`config.mk`:
```
export PLATFORM = sky130hd
export DESIGN_NAME = pdb_port_drive_boost_and_swap_cfg
export DESIGN_NICKNAME = d
export VERILOG_FILES = /design/src/pkg/pdb_pkg.sv /design/src/design/pdb_reg8.sv /design/src/design/pdb_swap_lane.sv /design/src/design/pdb_port_drive_boost_and_swap_cfg.sv
export SDC_FILE = /design/constraint.sdc
export NUM_CORES = 1
export LEC_CHECK = 0
export ABC_AREA = 1
export BUFFER_PORTS_ARGS = -buffer_cell sky130_fd_sc_hd__buf_2
export CAP_MARGIN = 5
export CORE_UTILIZATION = 37
export CTS_CLUSTER_SIZE = 16
export DETAILED_ROUTE_END_ITERATION = 16
export GPL_TIMING_DRIVEN = 0
export PLACE_DENSITY = 0.77
export SLEW_MARGIN = 0
export SYNTH_ARGS = -nofsm -noshare
export SYNTH_HDL_FRONTEND = slang
export SYNTH_SLANG_ARGS = --single-unit
export TNS_END_PERCENT = 5
```
`constraint.sdc`:
```
create_clock -name clock -period 1.02 [get_ports clock]
set_input_delay 0.204 -clock clock [delete_from_list [all_inputs] [get_ports clock]]
set_output_delay 0.204 -clock clock [all_outputs]
set_load 0.02 [all_outputs]
```
`src/pkg/pdb_pkg.sv`:
```
// Package with register map, field layout and reset values of the boost and swap bank
package pdb_pkg;
  // Register offsets: 0xF8 is a multiple of four, 0xFA is not, so indices scale by four
  localparam logic [7:0] BOOST_IDX = 8'hF8;
  localparam logic [7:0] SWAP_IDX = 8'hFA;
  localparam logic [9:0] BOOST_ADDR = {BOOST_IDX, 2'b00};
  localparam logic [9:0] SWAP_ADDR = {SWAP_IDX, 2'b00};
  localparam int ADDR_W = 10;
  localparam int REG_W = 8;
  localparam int NUM_DS = 4;
  localparam int BOOST_W = 2;
  localparam int NUM_SWAP = 5;
  localparam logic [7:0] BOOST_RST = 8'h00;
  localparam logic [7:0] SWAP_RST = 8'h00;
  localparam logic [7:0] SWAP_USED_MASK = 8'h1F;
  localparam int SWAP_UP_BIT = 0;
  localparam int DRV1_LSB = 0;
  localparam int DRV2_LSB = 2;
  localparam int DRV3_LSB = 4;
  localparam int DRV4_LSB = 6;
  localparam logic [7:0] BOOST_USED_MASK = 8'hFF;
  typedef enum logic [1:0] {
    PDB_DRIVE_NORMAL = 2'h0,
    PDB_DRIVE_LOW = 2'h1,
    PDB_DRIVE_MEDIUM = 2'h2,
    PDB_DRIVE_HIGH = 2'h3
  } pdb_drive_t;
endpackage : pdb_pkg

```
`src/design/pdb_reg8.sv`:
```
// One 8-bit software register with write mask and synchronous reset
`timescale 1ns/1ps
`default_nettype none
module pdb_reg8 #(
  parameter logic [7:0] RST_VAL = 8'h00,
  parameter logic [7:0] WR_MASK = 8'hFF
) (
  input wire logic clock,
  input wire logic rstn,
  input wire logic wr_en,
  input wire logic [7:0] wr_data,
  output logic [7:0] q
);
  logic [7:0] q_ff;
  logic [7:0] nxt_q;
  always_comb begin
    nxt_q = q_ff;
    if (wr_en) begin
      nxt_q = wr_data & WR_MASK;
    end
  end
  always_ff @(posedge clock) begin
    if (!rstn) begin
      q_ff <= RST_VAL;
    end else begin
      q_ff <= nxt_q;
    end
  end
  assign q = q_ff;
endmodule : pdb_reg8
`default_nettype wire

```
`src/design/pdb_swap_lane.sv`:
```
// Per-port data pin role selector for one transceiver
`timescale 1ns/1ps
`default_nettype none
module pdb_swap_lane (
  input wire logic clock,
  input wire logic rstn,
  input wire logic swap,
  output logic role_exchange
);
  logic role_ff;
  logic nxt_role;
  always_comb begin
    nxt_role = swap;
  end
  always_ff @(posedge clock) begin
    if (!rstn) begin
      role_ff <= 1'b0;
    end else begin
      role_ff <= nxt_role;
    end
  end
  assign role_exchange = role_ff;
endmodule : pdb_swap_lane
`default_nettype wire

```
`src/design/pdb_port_drive_boost_and_swap_cfg.sv`:
```
// Boost and data pin swap configuration bank with APB slave
//
// Overview of operation
// Bits 7:6 set port four boost
// Bits 5:4 set port three boost
// Bits 3:2 set port two boost
// Bits 1:0 set port one boost
// Codes: none, low, medium, high boost
// Software should keep boost at zero
// Swap bit one exchanges pin roles
// Swap bit 0 drives upstream port
// Bits 1,2,4 drive downstream ports 1,2,4
// Swap bits 7:5 reserved, no effect
// Swap bit 3 drives downstream port three
//
// Local design decision: the APB interface to the registers.
`timescale 1ns/1ps
`default_nettype none
module pdb_port_drive_boost_and_swap_cfg (
  input wire logic clock,
  input wire logic rstn,
  input wire logic psel,
  input wire logic penable,
  input wire logic pwrite,
  input wire logic [31:0] paddr,
  input wire logic [31:0] pwdata,
  input wire logic [3:0] pstrb,
  output logic [31:0] prdata,
  output logic pready,
  output logic pslverr,
  output logic [1:0] port_one_drive_level,
  output logic [1:0] port_two_drive_level,
  output logic [1:0] port_three_drive_level,
  output logic [1:0] port_four_drive_level,
  output logic [4:0] pin_role_exchange
);
  logic [7:0] downstream_drive_boost;
  logic [7:0] data_pin_swap;
  logic boost_hit;
  logic swap_hit;
  logic wr_ok;
  logic [31:0] prdata_ff;
  logic [31:0] nxt_prdata;
  logic pready_ff;
  logic nxt_pready;
  logic pslverr_ff;
  logic nxt_pslverr;
  logic [7:0] drive_ff;
  logic [7:0] nxt_drive;

  // Address decode on the full word address; other bits must be zero
  always_comb begin
    boost_hit = 1'b0;
    swap_hit = 1'b0;
    if (paddr == {22'h000000, pdb_pkg::BOOST_ADDR}) begin
      boost_hit = 1'b1;
    end else if (paddr == {22'h000000, pdb_pkg::SWAP_ADDR}) begin
      swap_hit = 1'b1;
    end
  end

  // Write lands at the access edge; a strobe on lane 0 is needed since data is 8 bits
  assign wr_ok = psel && penable && pwrite && pstrb[0];

  // Every boost bit is a live field, so nothing is masked here
  pdb_reg8 #(
    .RST_VAL(pdb_pkg::BOOST_RST),
    .WR_MASK(pdb_pkg::BOOST_USED_MASK)
  ) u_boost (
    .clock(clock),
    .rstn(rstn),
    .wr_en(wr_ok && boost_hit),
    .wr_data(pwdata[7:0]),
    .q(downstream_drive_boost)
  );

  // Reserved bits are masked so they read zero and can never reach a port
  pdb_reg8 #(
    .RST_VAL(pdb_pkg::SWAP_RST),
    .WR_MASK(pdb_pkg::SWAP_USED_MASK)
  ) u_swap (
    .clock(clock),
    .rstn(rstn),
    .wr_en(wr_ok && swap_hit),
    .wr_data(pwdata[7:0]),
    .q(data_pin_swap)
  );

  // Zero-wait slave: pready rises in the first access cycle, one cycle after setup
  always_comb begin
    nxt_pready = 1'b0;
    nxt_pslverr = 1'b0;
    nxt_prdata = 32'h00000000;
    if (psel && !penable) begin
      nxt_pready = 1'b1;
      nxt_pslverr = !(boost_hit || swap_hit);
      if (!pwrite && boost_hit) begin
        nxt_prdata = {24'h000000, downstream_drive_boost};
      end else if (!pwrite && swap_hit) begin
        nxt_prdata = {24'h000000, data_pin_swap};
      end
    end
  end

  always_ff @(posedge clock) begin
    if (!rstn) begin
      pready_ff <= 1'b0;
      pslverr_ff <= 1'b0;
      prdata_ff <= 32'h00000000;
    end else begin
      pready_ff <= nxt_pready;
      pslverr_ff <= nxt_pslverr;
      prdata_ff <= nxt_prdata;
    end
  end

  assign pready = pready_ff;
  assign pslverr = pslverr_ff;
  assign prdata = prdata_ff;

  // Field code passes unchanged to the transceiver, which applies the pdb_drive_t meaning
  always_comb begin
    nxt_drive = downstream_drive_boost;
  end

  // Registered copy keeps every pin level straight from a flip-flop
  always_ff @(posedge clock) begin
    if (!rstn) begin
      drive_ff <= pdb_pkg::BOOST_RST;
    end else begin
      drive_ff <= nxt_drive;
    end
  end

  assign port_four_drive_level = drive_ff[pdb_pkg::DRV4_LSB +: pdb_pkg::BOOST_W];
  assign port_three_drive_level = drive_ff[pdb_pkg::DRV3_LSB +: pdb_pkg::BOOST_W];
  assign port_two_drive_level = drive_ff[pdb_pkg::DRV2_LSB +: pdb_pkg::BOOST_W];
  assign port_one_drive_level = drive_ff[pdb_pkg::DRV1_LSB +: pdb_pkg::BOOST_W];

  // Bit 0 upstream, bits 1..4 downstream ports one to four
  genvar gi;
  generate
    for (gi = 0; gi < pdb_pkg::NUM_SWAP; gi++) begin : g_lane
      pdb_swap_lane u_lane (
        .clock(clock),
        .rstn(rstn),
        .swap(data_pin_swap[gi]),
        .role_exchange(pin_role_exchange[gi])
      );
    end
  endgenerate
endmodule : pdb_port_drive_boost_and_swap_cfg
`default_nettype wire

```
After elaboration in Yosys (flattened, before gate mapping)

Index checks and enable logic that the tools add are counted.

Equal/unequal tests: 2
Muxes and demuxes: 6
Bitwise gates (word level): 2
Reduce and logical (&&, ||, !) cells: 14

Operator list:

| operator                                                           | number |
|---|---|
| 32-bit by 10-bit == test with 1-bit output (second input constant) | 2 |
| 1-bit logical AND                                                  | 8 |
| 8-bit two-way mux                                                  | 1 |
| 5-bit two-way mux                                                  | 1 |
| 1-bit two-way mux                                                  | 4 |
| 1-bit zero test                                                    | 3 |
| 3-bit OR reduction                                                 | 1 |
| 1-bit NOT                                                          | 2 |
| 2-bit AND reduction                                                | 1 |
| 1-bit logical OR                                                   | 1 |

Register bits: 60
Word-level logic and storage cells: 36

Depth between registers and ports, before layout

Gate-level depths: netlist of run 1.

Word-level depth: 6
Mapped depth: 10
Depth with buffers taken out: 9

Modules after synthesis

From an unflattened synthesis of run 1, not the netlist that was laid out.

Cells, all modules: 230
Area total of the unflattened synthesis: 1,675.4 um^2

By module, submodules not included:

| module                            | instances | cells an instance | area each (um^2) | seq. area each (um^2) |
|---|---|---|---|---|
| pdb_port_drive_boost_and_swap_cfg | 1         | 129               | 949.7            | 360.3 |
| pdb_reg8 at u_boost               | 1         | 51                | 356.6            | 160.2 |
| pdb_reg8 at u_swap                | 1         | 35                | 231.5            | 100.1 |
| pdb_swap_lane                     | 5         | 3                 | 27.5             | 20.0 |

Worst setup path before layout of run 1

No wires, ideal clock.

Kind: input to register
From: input paddr[11]
To: register u_boost.q_ff[2] (netlist: u_boost.q[2])
Setup time: 115 ps
Arrival: 978 ps
Data required time: 905 ps
Slack: -73 ps
Cell stages on the path: 9
Path buffers: 1
Cells stage by stage: nor2_1 > nand2_1 > nor2_2 > nand2_1 > nor2_4 > buf_6 > nand3_1 > nand2_1 > nor2_1

Word-level cells in the longest chain between the ends: 3

RTL lines:

| element                                    | line                                    | source |
|---|---|---|
| start: declaration                         | pdb_port_drive_boost_and_swap_cfg.sv:25 | `input wire logic [31:0] paddr,` |
| 32-bit by 10-bit == test with 1-bit output | pdb_port_drive_boost_and_swap_cfg.sv:55 | `if (paddr == {22'h000000, pdb_pkg::BOOST_ADDR}) begin` |
| 1-bit two-way mux                          | pdb_port_drive_boost_and_swap_cfg.sv:55 |  |
| 1-bit logical AND                          | pdb_port_drive_boost_and_swap_cfg.sv:72 | `.wr_en(wr_ok && boost_hit),` |
| end signal: assignment                     | pdb_reg8.sv:26                          | `q_ff <= nxt_q;` |
| end: declaration                           | pdb_reg8.sv:14                          | `logic [7:0] q_ff;` |

Every way passes these cells.
A chain may end at the register's enable or synchronous reset.

Final worst setup path of run 1

From: register g_lane[4].u_lane.role_ff
To: output pin_role_exchange[4]

RTL lines:

| element                  | line                                    | source |
|---|---|---|
| start: declaration       | pdb_swap_lane.sv:10                     | `logic role_ff;` |
| start signal: assignment | pdb_swap_lane.sv:19                     | `role_ff <= nxt_role;` |
| end: declaration         | pdb_port_drive_boost_and_swap_cfg.sv:35 | `output logic [4:0] pin_role_exchange` |

No word-level cell between the ends.

==> out/summary.txt, run 1 <==
Clk Latency, worst-skew pair = 0.29 ns
wire per inst = 9.33 um
n_diodes = 0
Min-Delay Startpoint = pwrite
P_sw = 685 uW
First DRT Iteration DRCs = 78
Final Setup Violations = 4
routed vias/inst = 4.23
gpl congestion = 0.772
Clock Pin Slew Worst Setup and Hold Paths = 0.07 ns
synthesized area = 1680 um^2
Vias = 1,633
die area = 4820 um^2
Sw Share = 0.230
pwr/cell area = 1240 nW/um^2
register bit total from synthesis = 36
Syn Inst Count = 231
Period minus WS final = 1.03 ns
GR Layer Usage met3 = 0.0465
Area growth syn-to-layout = 43.2%
grt met1 use = 0.158
failing checks = setup timing
Die W = 69.4 um
period utilisation layout = 1.01
initial antenna violation count = 0
Layout Nets = 406
FFs w/ async S/R, synth = 0
Yosys warnings = 0
total CTS buffers = 5
max cap viols = 0
DRC = 0
total gr overflow = 0
Clock Root Buffer = clkbuf_8
number of global-route vias before repair = 1,470
clock sink count = 36
GRT Max-Usage Layer = met2
final core occ = 0.553
initial core utilization = 0.386
met2 GRT Util = 0.290
Core Region = 4350 um^2
drt first pass iters = 4
type of origin of the critical path = register
first-pass GRT wire length = 5950 um
Core Rows = 24
CP Launch Point = g_lane[4].u_lane.role_exchange
Worst Skew = 0.00545 ns
Peak Freq = 969 MHz
count of flip-flops with a built-in enable after synthesis = 0
final hold violation count = 0
# IOs = 120
FF/Latch Area = 721 um^2
Clock Tree Buf Depth = 2
Seq pwr share = 0.472
share of layout cells above drive strength 1 = 0.404
CP endpoint kind = output port
multi-input logic area = 673 um^2
Critical Path AT = 0.83 ns
ys flop type = dfxtp_1
IR drop worst, VDD = 0.441 mV
sequential share of the synthesized area = 0.429
Hold Crit Class = input port to register
largest net degree at the start of global routing = 12
H-tree lvl count = 2
Clock Power Share = 0.407
Data required, critical path = 0.82 ns
Tot Pwr = 2.98 mW
Die H = 69.4 um
final instance area = 2410 um^2
Crit Path Max Fanout = 1
Comb pwr share = 0.121
number of nets with antenna violations after routing = 0
status = finished, violations left
worst r2r src = u_boost.q[3]
I/O Buffers = 67
Netlist cell types = 16
Detailed Route WL = 3600 um
setup ws final = -0.0117 ns
Leakage = 1.36 nW
GRT Overall Usage = 0.157
detailed placement HPWL = 2620 um
syn avg cell area = 7.28 um^2
CTS tree = done
RSZ-0062 raised after global routing = true
Internal = 2.30 mW
critical path class = register to output port
placed inst area = 2170 um^2
fillers = 409
fin. max-slew vios = 0
what timing repair did:
action | in CTS | in global routing
resized for setup | 10 | 18
hold buffers | 0 | 0
setup endpoints to repair | 6 | 26
pin swaps | 0 | 19
gates cloned | 0 | 2
setup buffers | 0 | 4
area by class of cell:
class / count / share of cell area
multi-input combinational: 150 / 0.280
clock inverter: 2 / 0.0146
sequential: 36 / 0.299
buffer: 37 / 0.118
clock buffer: 6 / 0.0301
tap: 52 / 0.0270
inverter: 30 / 0.0468
timing repair buffer: 73 / 0.185
cell usage after synthesis (2+ instances only):
cell / n / share of area
nor2_4: 2 / 0.013
inv_1: 30 / 0.067
a21oi_1: 13 / 0.039
nor2_2: 5 / 0.019
buf_4: 29 / 0.13
nor2_1: 33 / 0.074
nand2_2: 2 / 0.0074
nand3_1: 24 / 0.071
dfxtp_1: 36 / 0.43
buf_6: 5 / 0.033
buf_2: 2 / 0.0060
nand2_1: 46 / 0.10
cells in the final DEF, fill, tap and decap left out:
cell / instances
nor3_1: 1
nor2_1: 26
nor2_4: 2
buf_6: 16
buf_1: 1
a21oi_1: 13
dfxtp_1: 36
nor2_2: 12
inv_2: 1
clkbuf_8: 5
conb_1: 24
bufinv_16: 1
buf_2: 60
nand2_1: 45
buf_4: 32
clkbuf_1: 2
nand2_2: 3
clkinv_2: 1
nand3_2: 2
nand3_1: 22
inv_1: 29
metrics by stage:
step | setup TNS, ns | hold WS, ns | setup slack, ns | instances
after detailed placement | -6.01 | 0.434 | -0.315 | 373
after CTS | -0.0759 | 0.206 | -0.0206 | 380
final | -0.0420 | 0.214 | -0.0117 | 386
after global routing | -1.19 | 0.227 | -0.0921 | 386
after floorplan | -0.527 | 0.377 | -0.0733 | 254
after global placement | -5.69 | 0.431 | -0.289 | 373
cells by family (layout without fill, tap and decap cells):
logic type,after synthesis,count (layout),share of synthesized area
other,1,24,0.00223
AND/OR/NAND/NOR,113,113,0.290
AO/OA/AOI/OAI,13,13,0.0387
buffers and inverters,68,148,0.240
flip-flops,36,36,0.429
state kept, by name, summed over array words and instances (netlist names):
register / flops
prdata: 8
pslverr: 1
pready: 1
g_lane.u_lane.role_exchange: 5
u_boost.q: 8
u_swap.q: 5
drive_ff: 8
power by group through the flow:
stage	clock, mW	sequential (mW)	combinational, mW
after floorplan	0	1.45	0.223
after global placement	0	1.44	0.331
after detailed placement	0	1.44	0.335
after CTS	1.24	1.41	0.335
after global routing	1.30	1.41	0.396
final	1.22	1.41	0.360
worst paths after layout:
check                          to  slack (ns)  cells past startpoint
max          pin_role_exchange[4]       -0.01                      2
min                     prdata[6]        0.21                      4
max reg2reg          u_boost.q[3]        0.41                      2
min reg2reg           drive_ff[4]        0.44                      2
metal layers:
| layer | vias up | part of all wire | wire length (um) |
|---|---|---|---|
| met5 | - | 0 | 0 |
| met4 | 0 | 0.014 | 50 |
| met3 | 5 | 0.10 | 375 |
| met2 | 95 | 0.50 | 1810 |
| met1 | 688 | 0.38 | 1370 |
| li1 | 845 | - | - |
critical path, cell delays in order, from the launching register on:
cell	delay [ns]
dfxtp_1	0.30
buf_4	0.12
buf_6	0.12
Note: power is estimated with default switching activity, not from simulation.
==> inputs of run 2 (changes only) <==
Settings changed: GPL_TIMING_DRIVEN 0 to not set.
==> out/summary.txt, run 2 (synthesis results as in run 1) <==
Comb pwr share = 0.119
Final Setup Violations = 2
reg2reg path depth = 2
total gr overflow = 0
largest net degree at the start of global routing = 27
Leakage = 1.21 nW
Clock Pin Slew Worst Setup and Hold Paths = 0.07 ns
Seq pwr share = 0.537
number of global-route vias before repair = 1,236
wire per inst = 9.11 um
routed vias/inst = 4.26
n_diodes = 0
FF-to-FF setup slack = 0.40 ns
IR drop worst, VDD = 0.611 mV
final hold violation count = 0
Internal = 2.00 mW
Hold Crit Class = input port to register
Clock Power Share = 0.343
CP Launch Point = paddr[26]
RSZ-0062 raised after global routing = true
DRC = 0
final core occ = 0.515
Period minus WS final = 1.04 ns
initial core utilization = 0.386
GRT Overall Usage = 0.126
detailed placement HPWL = 2120 um
Sw Share = 0.239
commonest cells after routing, fill and taps aside = buf_2 (58), nand2_1 (42), dfxtp_1 (36), inv_1 (30), nor2_1 (27)
die area = 4820 um^2
P_sw = 628 uW
Peak Freq = 965 MHz
# IOs = 120
status = finished, violations left
Core Rows = 24
I/O Buffers = 68
total CTS buffers = 5
CP endpoint kind = register
Tot Pwr = 2.62 mW
Layout Nets = 372
hold_ws = 0.239 ns
Crit Path Max Fanout = 6
period utilisation layout = 1.02
Worst Skew = 0.00596 ns
commonest non-fill, non-tap cell in the layout = buf_2
Post-CTS Setup Inserts = 0
drt first pass iters = 4
share of layout cells above drive strength 1 = 0.358
clock sink count = 36
worst r2r src = u_boost.q[3]
number of nets with antenna violations after routing = 0
Data required, critical path = 1.19 ns
setup ws final = -0.0159 ns
Area growth syn-to-layout = 33.4%
critical path class = input port to register
max cap viols = 0
end of the critical path = u_boost.q[5]
Die H = 69.4 um
Die W = 69.4 um
H-tree lvl count = 2
Clock Root Buffer = clkbuf_8
pwr/cell area = 1170 nW/um^2
gpl congestion = 0.722
initial antenna violation count = 0
Vias = 1,494
Detailed Route WL = 3200 um
Critical Path AT = 1.21 ns
Clock Tree Buf Depth = 2
Core Region = 4350 um^2
first-pass GRT wire length = 4830 um
Clk Latency, worst-skew pair = 0.27 ns
Crit Reg-Reg Endpoint = u_boost.q[3]
CTS tree = done
First DRT Iteration DRCs = 95
failing checks = setup timing
fin. max-slew vios = 0
type of origin of the critical path = input port
[run 2: cell count changes in the layout (fill, tap and decap cells not counted), sizes merged]
cell and delta:
buf -35, clkbuf +1, bufinv -1
[run 2: worst min path at each step]
stage / startpoint / to / slack (ns) / cells after the start
2_1_floorplan: psel / pready / 0.38 / 2
3_3_place_gp: u_swap.q[3] / g_lane[3].u_lane.role_exchange / 0.43 / 2
3_5_place_dp: u_swap.q[3] / g_lane[3].u_lane.role_exchange / 0.43 / 2
4_1_cts: pwdata[7] / u_boost.q[7] / 0.24 / 5
5_1_grt: pwdata[0] / u_boost.q[0] / 0.27 / 5
6_report: pwdata[7] / u_boost.q[7] / 0.24 / 5
[run 2: timing repair]
| action | in CTS | in global routing |
|---|---|---|
| gates resized for setup | 0 | 33 |
| hold buffers | 0 | 0 |
| endpoints found under the setup margin | 0 | 20 |
[run 2: cell type report]
class / instances / area (um^2)
multi-input cells: 150 / 736
fillers: 422 / 2110
clock inverters: 1 / 5.00
repair buffers: 76 / 532
well taps: 52 / 65.1
clock buffers: 6 / 72.6
flip-flops and latches: 36 / 721
inverters: 30 / 113
[run 2: power groups by stage]
stage,Combinational (mW),Sequential [mW],Clock [mW]
after global placement,0.260,1.44,0
after floorplan,0.223,1.45,0
after CTS,0.265,1.41,0.933
after detailed placement,0.264,1.44,0
after global routing,0.343,1.41,0.984
final,0.313,1.41,0.901
[run 2: through the flow]
stage / TNS (ns) / std cells / setup WS, ns / cell area (um^2)
after floorplan: -0.527 / 254 / -0.0733 / 1770
after global placement: -3.93 / 342 / -0.213 / 1960
after detailed placement: -4.35 / 342 / -0.249 / 1960
after CTS: 0 / 349 / 0.0439 / 2040
after global routing: -1.14 / 351 / -0.0927 / 2240
final: -0.0257 / 351 / -0.0159 / 2240
[run 2: metal layers]
metal / vias up / track usage / wire length, um
li1: 775 / - / -
met1: 637 / 0.129 / 1250
met2: 74 / 0.236 / 1660
met3: 8 / 0.0305 / 237
met4: 0 / 0.0612 / 56
met5: - / 0 / 0
[run 2: critical path: stages]
cell,delay (ns)
buf_6,0.09
nor2_2,0.10
nand2_2,0.05
nor2_2,0.11
nand2_2,0.09
nor2_4,0.21
clkbuf_16,0.19
nand3_2,0.05
nand2_1,0.05
nor2_1,0.04
==> inputs of run 3 (changes only) <==
Settings changed: CORE_UTILIZATION 37 to 36, PLACE_DENSITY 0.77 to 0.75, SYNTH_HIERARCHICAL set to 1.
==> out/summary.txt, run 3 <==
Area growth syn-to-layout = 35.5%
slowest stage cell on the critical path = nor2_2
routed vias/inst = 4.14
Period minus WS final = 1.09 ns
H-tree lvl count = 2
gpl congestion = 0.754
Die H = 70.2 um
Yosys warnings = 6
sequential share of the synthesized area = 0.430
Core Rows = 24
top cells by count, synth = nand2_1 (47), nor2_1 (43), dfxtp_1 (36)
Final Setup Violations = 15
total CTS buffers = 5
Buf+Inv Stages, Crit Path = 3
fillers = 424
share of layout cells above drive strength 1 = 0.384
CTS tree = done
die area = 4930 um^2
commonest non-fill, non-tap cell in the layout = buf_2
count of flip-flops with a built-in enable after synthesis = 0
Data required, critical path = 1.23 ns
Vias = 1,497
Synth top area share = 0.430
Hold Crit Class = input port to register
# IOs = 120
Worst Skew = 0.00437 ns
cell repeated most along the worst path = buf_6
Clock Pin Slew Worst Setup and Hold Paths = 0.06 ns
number of global-route vias before repair = 1,264
worst r2r src = u_boost/q[3]
Layout Nets = 382
multi-input logic area = 779 um^2
WHS Endpoint = pready
Crit Path Max Fanout = 6
FF-to-FF setup slack = 0.31 ns
Clock Tree Buf Depth = 2
syn avg cell area = 7.28 um^2
final core occ = 0.514
ys flop type = dfxtp_1
n_diodes = 0
initial antenna violation count = 0
Netlist cell types = 17
Min-Delay Startpoint = penable
initial core utilization = 0.380
Synth area leaders = dfxtp_1 (43%), buf_4 (12%), nand2_1 (11%), nor2_1 (9.6%), inv_1 (6.7%)
FFs w/ async S/R, synth = 0
detailed placement HPWL = 2380 um
CP endpoint kind = register
# hold bufs at CTS = 0
type of origin of the critical path = input port
Syn Inst Count = 230
DRC = 0
number of nets with antenna violations after routing = 0
slowest stage delay, CP = 0.15 ns
final hold violation count = 0
I/O Buffers = 68
clock sink count = 36
Sum Neg Setup Slack = -0.244 ns
hold path depth = 2
drt first pass iters = 4
status = finished, violations left
period utilisation layout = 1.07
max cap viols = 0
commonest cells after routing, fill and taps aside = buf_2 (62), nand2_1 (45), nor2_1 (36), dfxtp_1 (36), inv_1 (29)
total gr overflow = 0
Clk Latency, worst-skew pair = 0.28 ns
hold_ws = 0.121 ns
FF/Latch Area = 721 um^2
failing checks = setup timing
Core Region = 4410 um^2
Die W = 70.2 um
GRT Overall Usage = 0.141
RSZ-0062 raised after global routing = true
fin. max-slew vios = 0
synthesized area = 1680 um^2
largest delay contributor family on the critical path = simple AND/OR/NAND/NOR gates
Crit Reg-Reg Endpoint = prdata[3]
pwr/cell area = 1210 nW/um^2
post-synth top area cell = dfxtp_1
First DRT Iteration DRCs = 56
register bit total from synthesis = 36
top-count cell post-synth = nand2_1
Detailed Route WL = 3410 um
IR drop worst, VDD = 0.609 mV
reg2reg path depth = 2
Critical Path AT = 1.30 ns
Peak Freq = 917 MHz
critical path class = input port to register
Clock Root Buffer = clkbuf_8
first-pass GRT wire length = 5390 um
Leakage = 1.22 nW
setup ws final = -0.0702 ns
cells along the critical path = buf_6, nor2_4, nand2_1, nor2_2, nand2_2, buf_6, nor2_4, buf_6, nand3_4, a21oi_2
largest net degree at the start of global routing = 17
wire per inst = 9.41 um
## run 3: cell count changes after synthesis, sizes merged
cell | before | now
inv | 30 | 31
conb | 1 | 2
nand2 | 48 | 51
a21oi | 13 | 8
clkbuf | 1 | 0
nor2 | 40 | 47
nand3 | 24 | 17
nand4 | 0 | 2
nor3 | 1 | 3
buf | 37 | 33
## run 3: worst max-delay path by stage
stage,start,end,cells after the start
2_1_floorplan,paddr[11],u_boost/q[4],10
3_3_place_gp,paddr[11],prdata[1],9
3_5_place_dp,paddr[11],u_boost/q[3],10
4_1_cts,paddr[23],u_boost/q[7],10
5_1_grt,paddr[14],prdata[0],10
6_report,paddr[10],prdata[0],10
## run 3: timing repair
item | in CTS | in global routing
setup endpoints to repair | 18 | 22
cloned | 1 | 0
pin swaps | 11 | 13
setup buffers | 2 | 1
gates resized for setup | 19 | 18
## run 3: cell type report
type / instances / share of cell area
multi-input cells: 155 / 0.343
flip-flops and latches: 36 / 0.317
repair buffers: 80 / 0.220
inverters: 31 / 0.0512
clock buffers: 8 / 0.0397
well taps: 52 / 0.0287
## run 3: logic make-up (layout without fill, tap and decap cells)
group / count (synthesis) / after routing / share of synthesized area
buffers and inverters: 64 / 119 / 0.228
AO/OA/AOI/OAI: 8 / 8 / 0.0239
other: 2 / 27 / 0.00448
flip-flops: 36 / 36 / 0.430
AND/OR/NAND/NOR: 120 / 120 / 0.314
## run 3: worst reg2reg max path, cell delays in order (launching register included)
cell and delay [ns]:
dfxtp_1 0.36, nand3_1 0.11, a21oi_2 0.16
## run 3: routing by layer
metal	vias up	part of all wire	track usage
met5	-	0	0
met4	0	0.0056	0.0533
met3	2	0.069	0.0491
met2	68	0.53	0.255
met1	638	0.39	0.147
li1	789	-	-
## run 3: metrics by stage
| stage | instance area [um^2] | instances | total power [mW] | setup slack (ns) |
|---|---|---|---|---|
| finish | 2270 | 362 | 2.74 | -0.0702 |
| global route | 2270 | 362 | 2.83 | -0.154 |
| CTS | 2190 | 361 | 2.73 | -0.0169 |
| detailed placement | 2000 | 350 | 1.72 | -0.334 |
| global placement | 2000 | 350 | 1.72 | -0.316 |
| floorplan | 1790 | 255 | 1.68 | -0.188 |
## run 3: report_power, final
part	switching (mW)	total [mW]	internal (mW)
clock network	0.462	1.01	0.550
registers	0.000832	1.41	1.41
logic	0.191	0.316	0.125
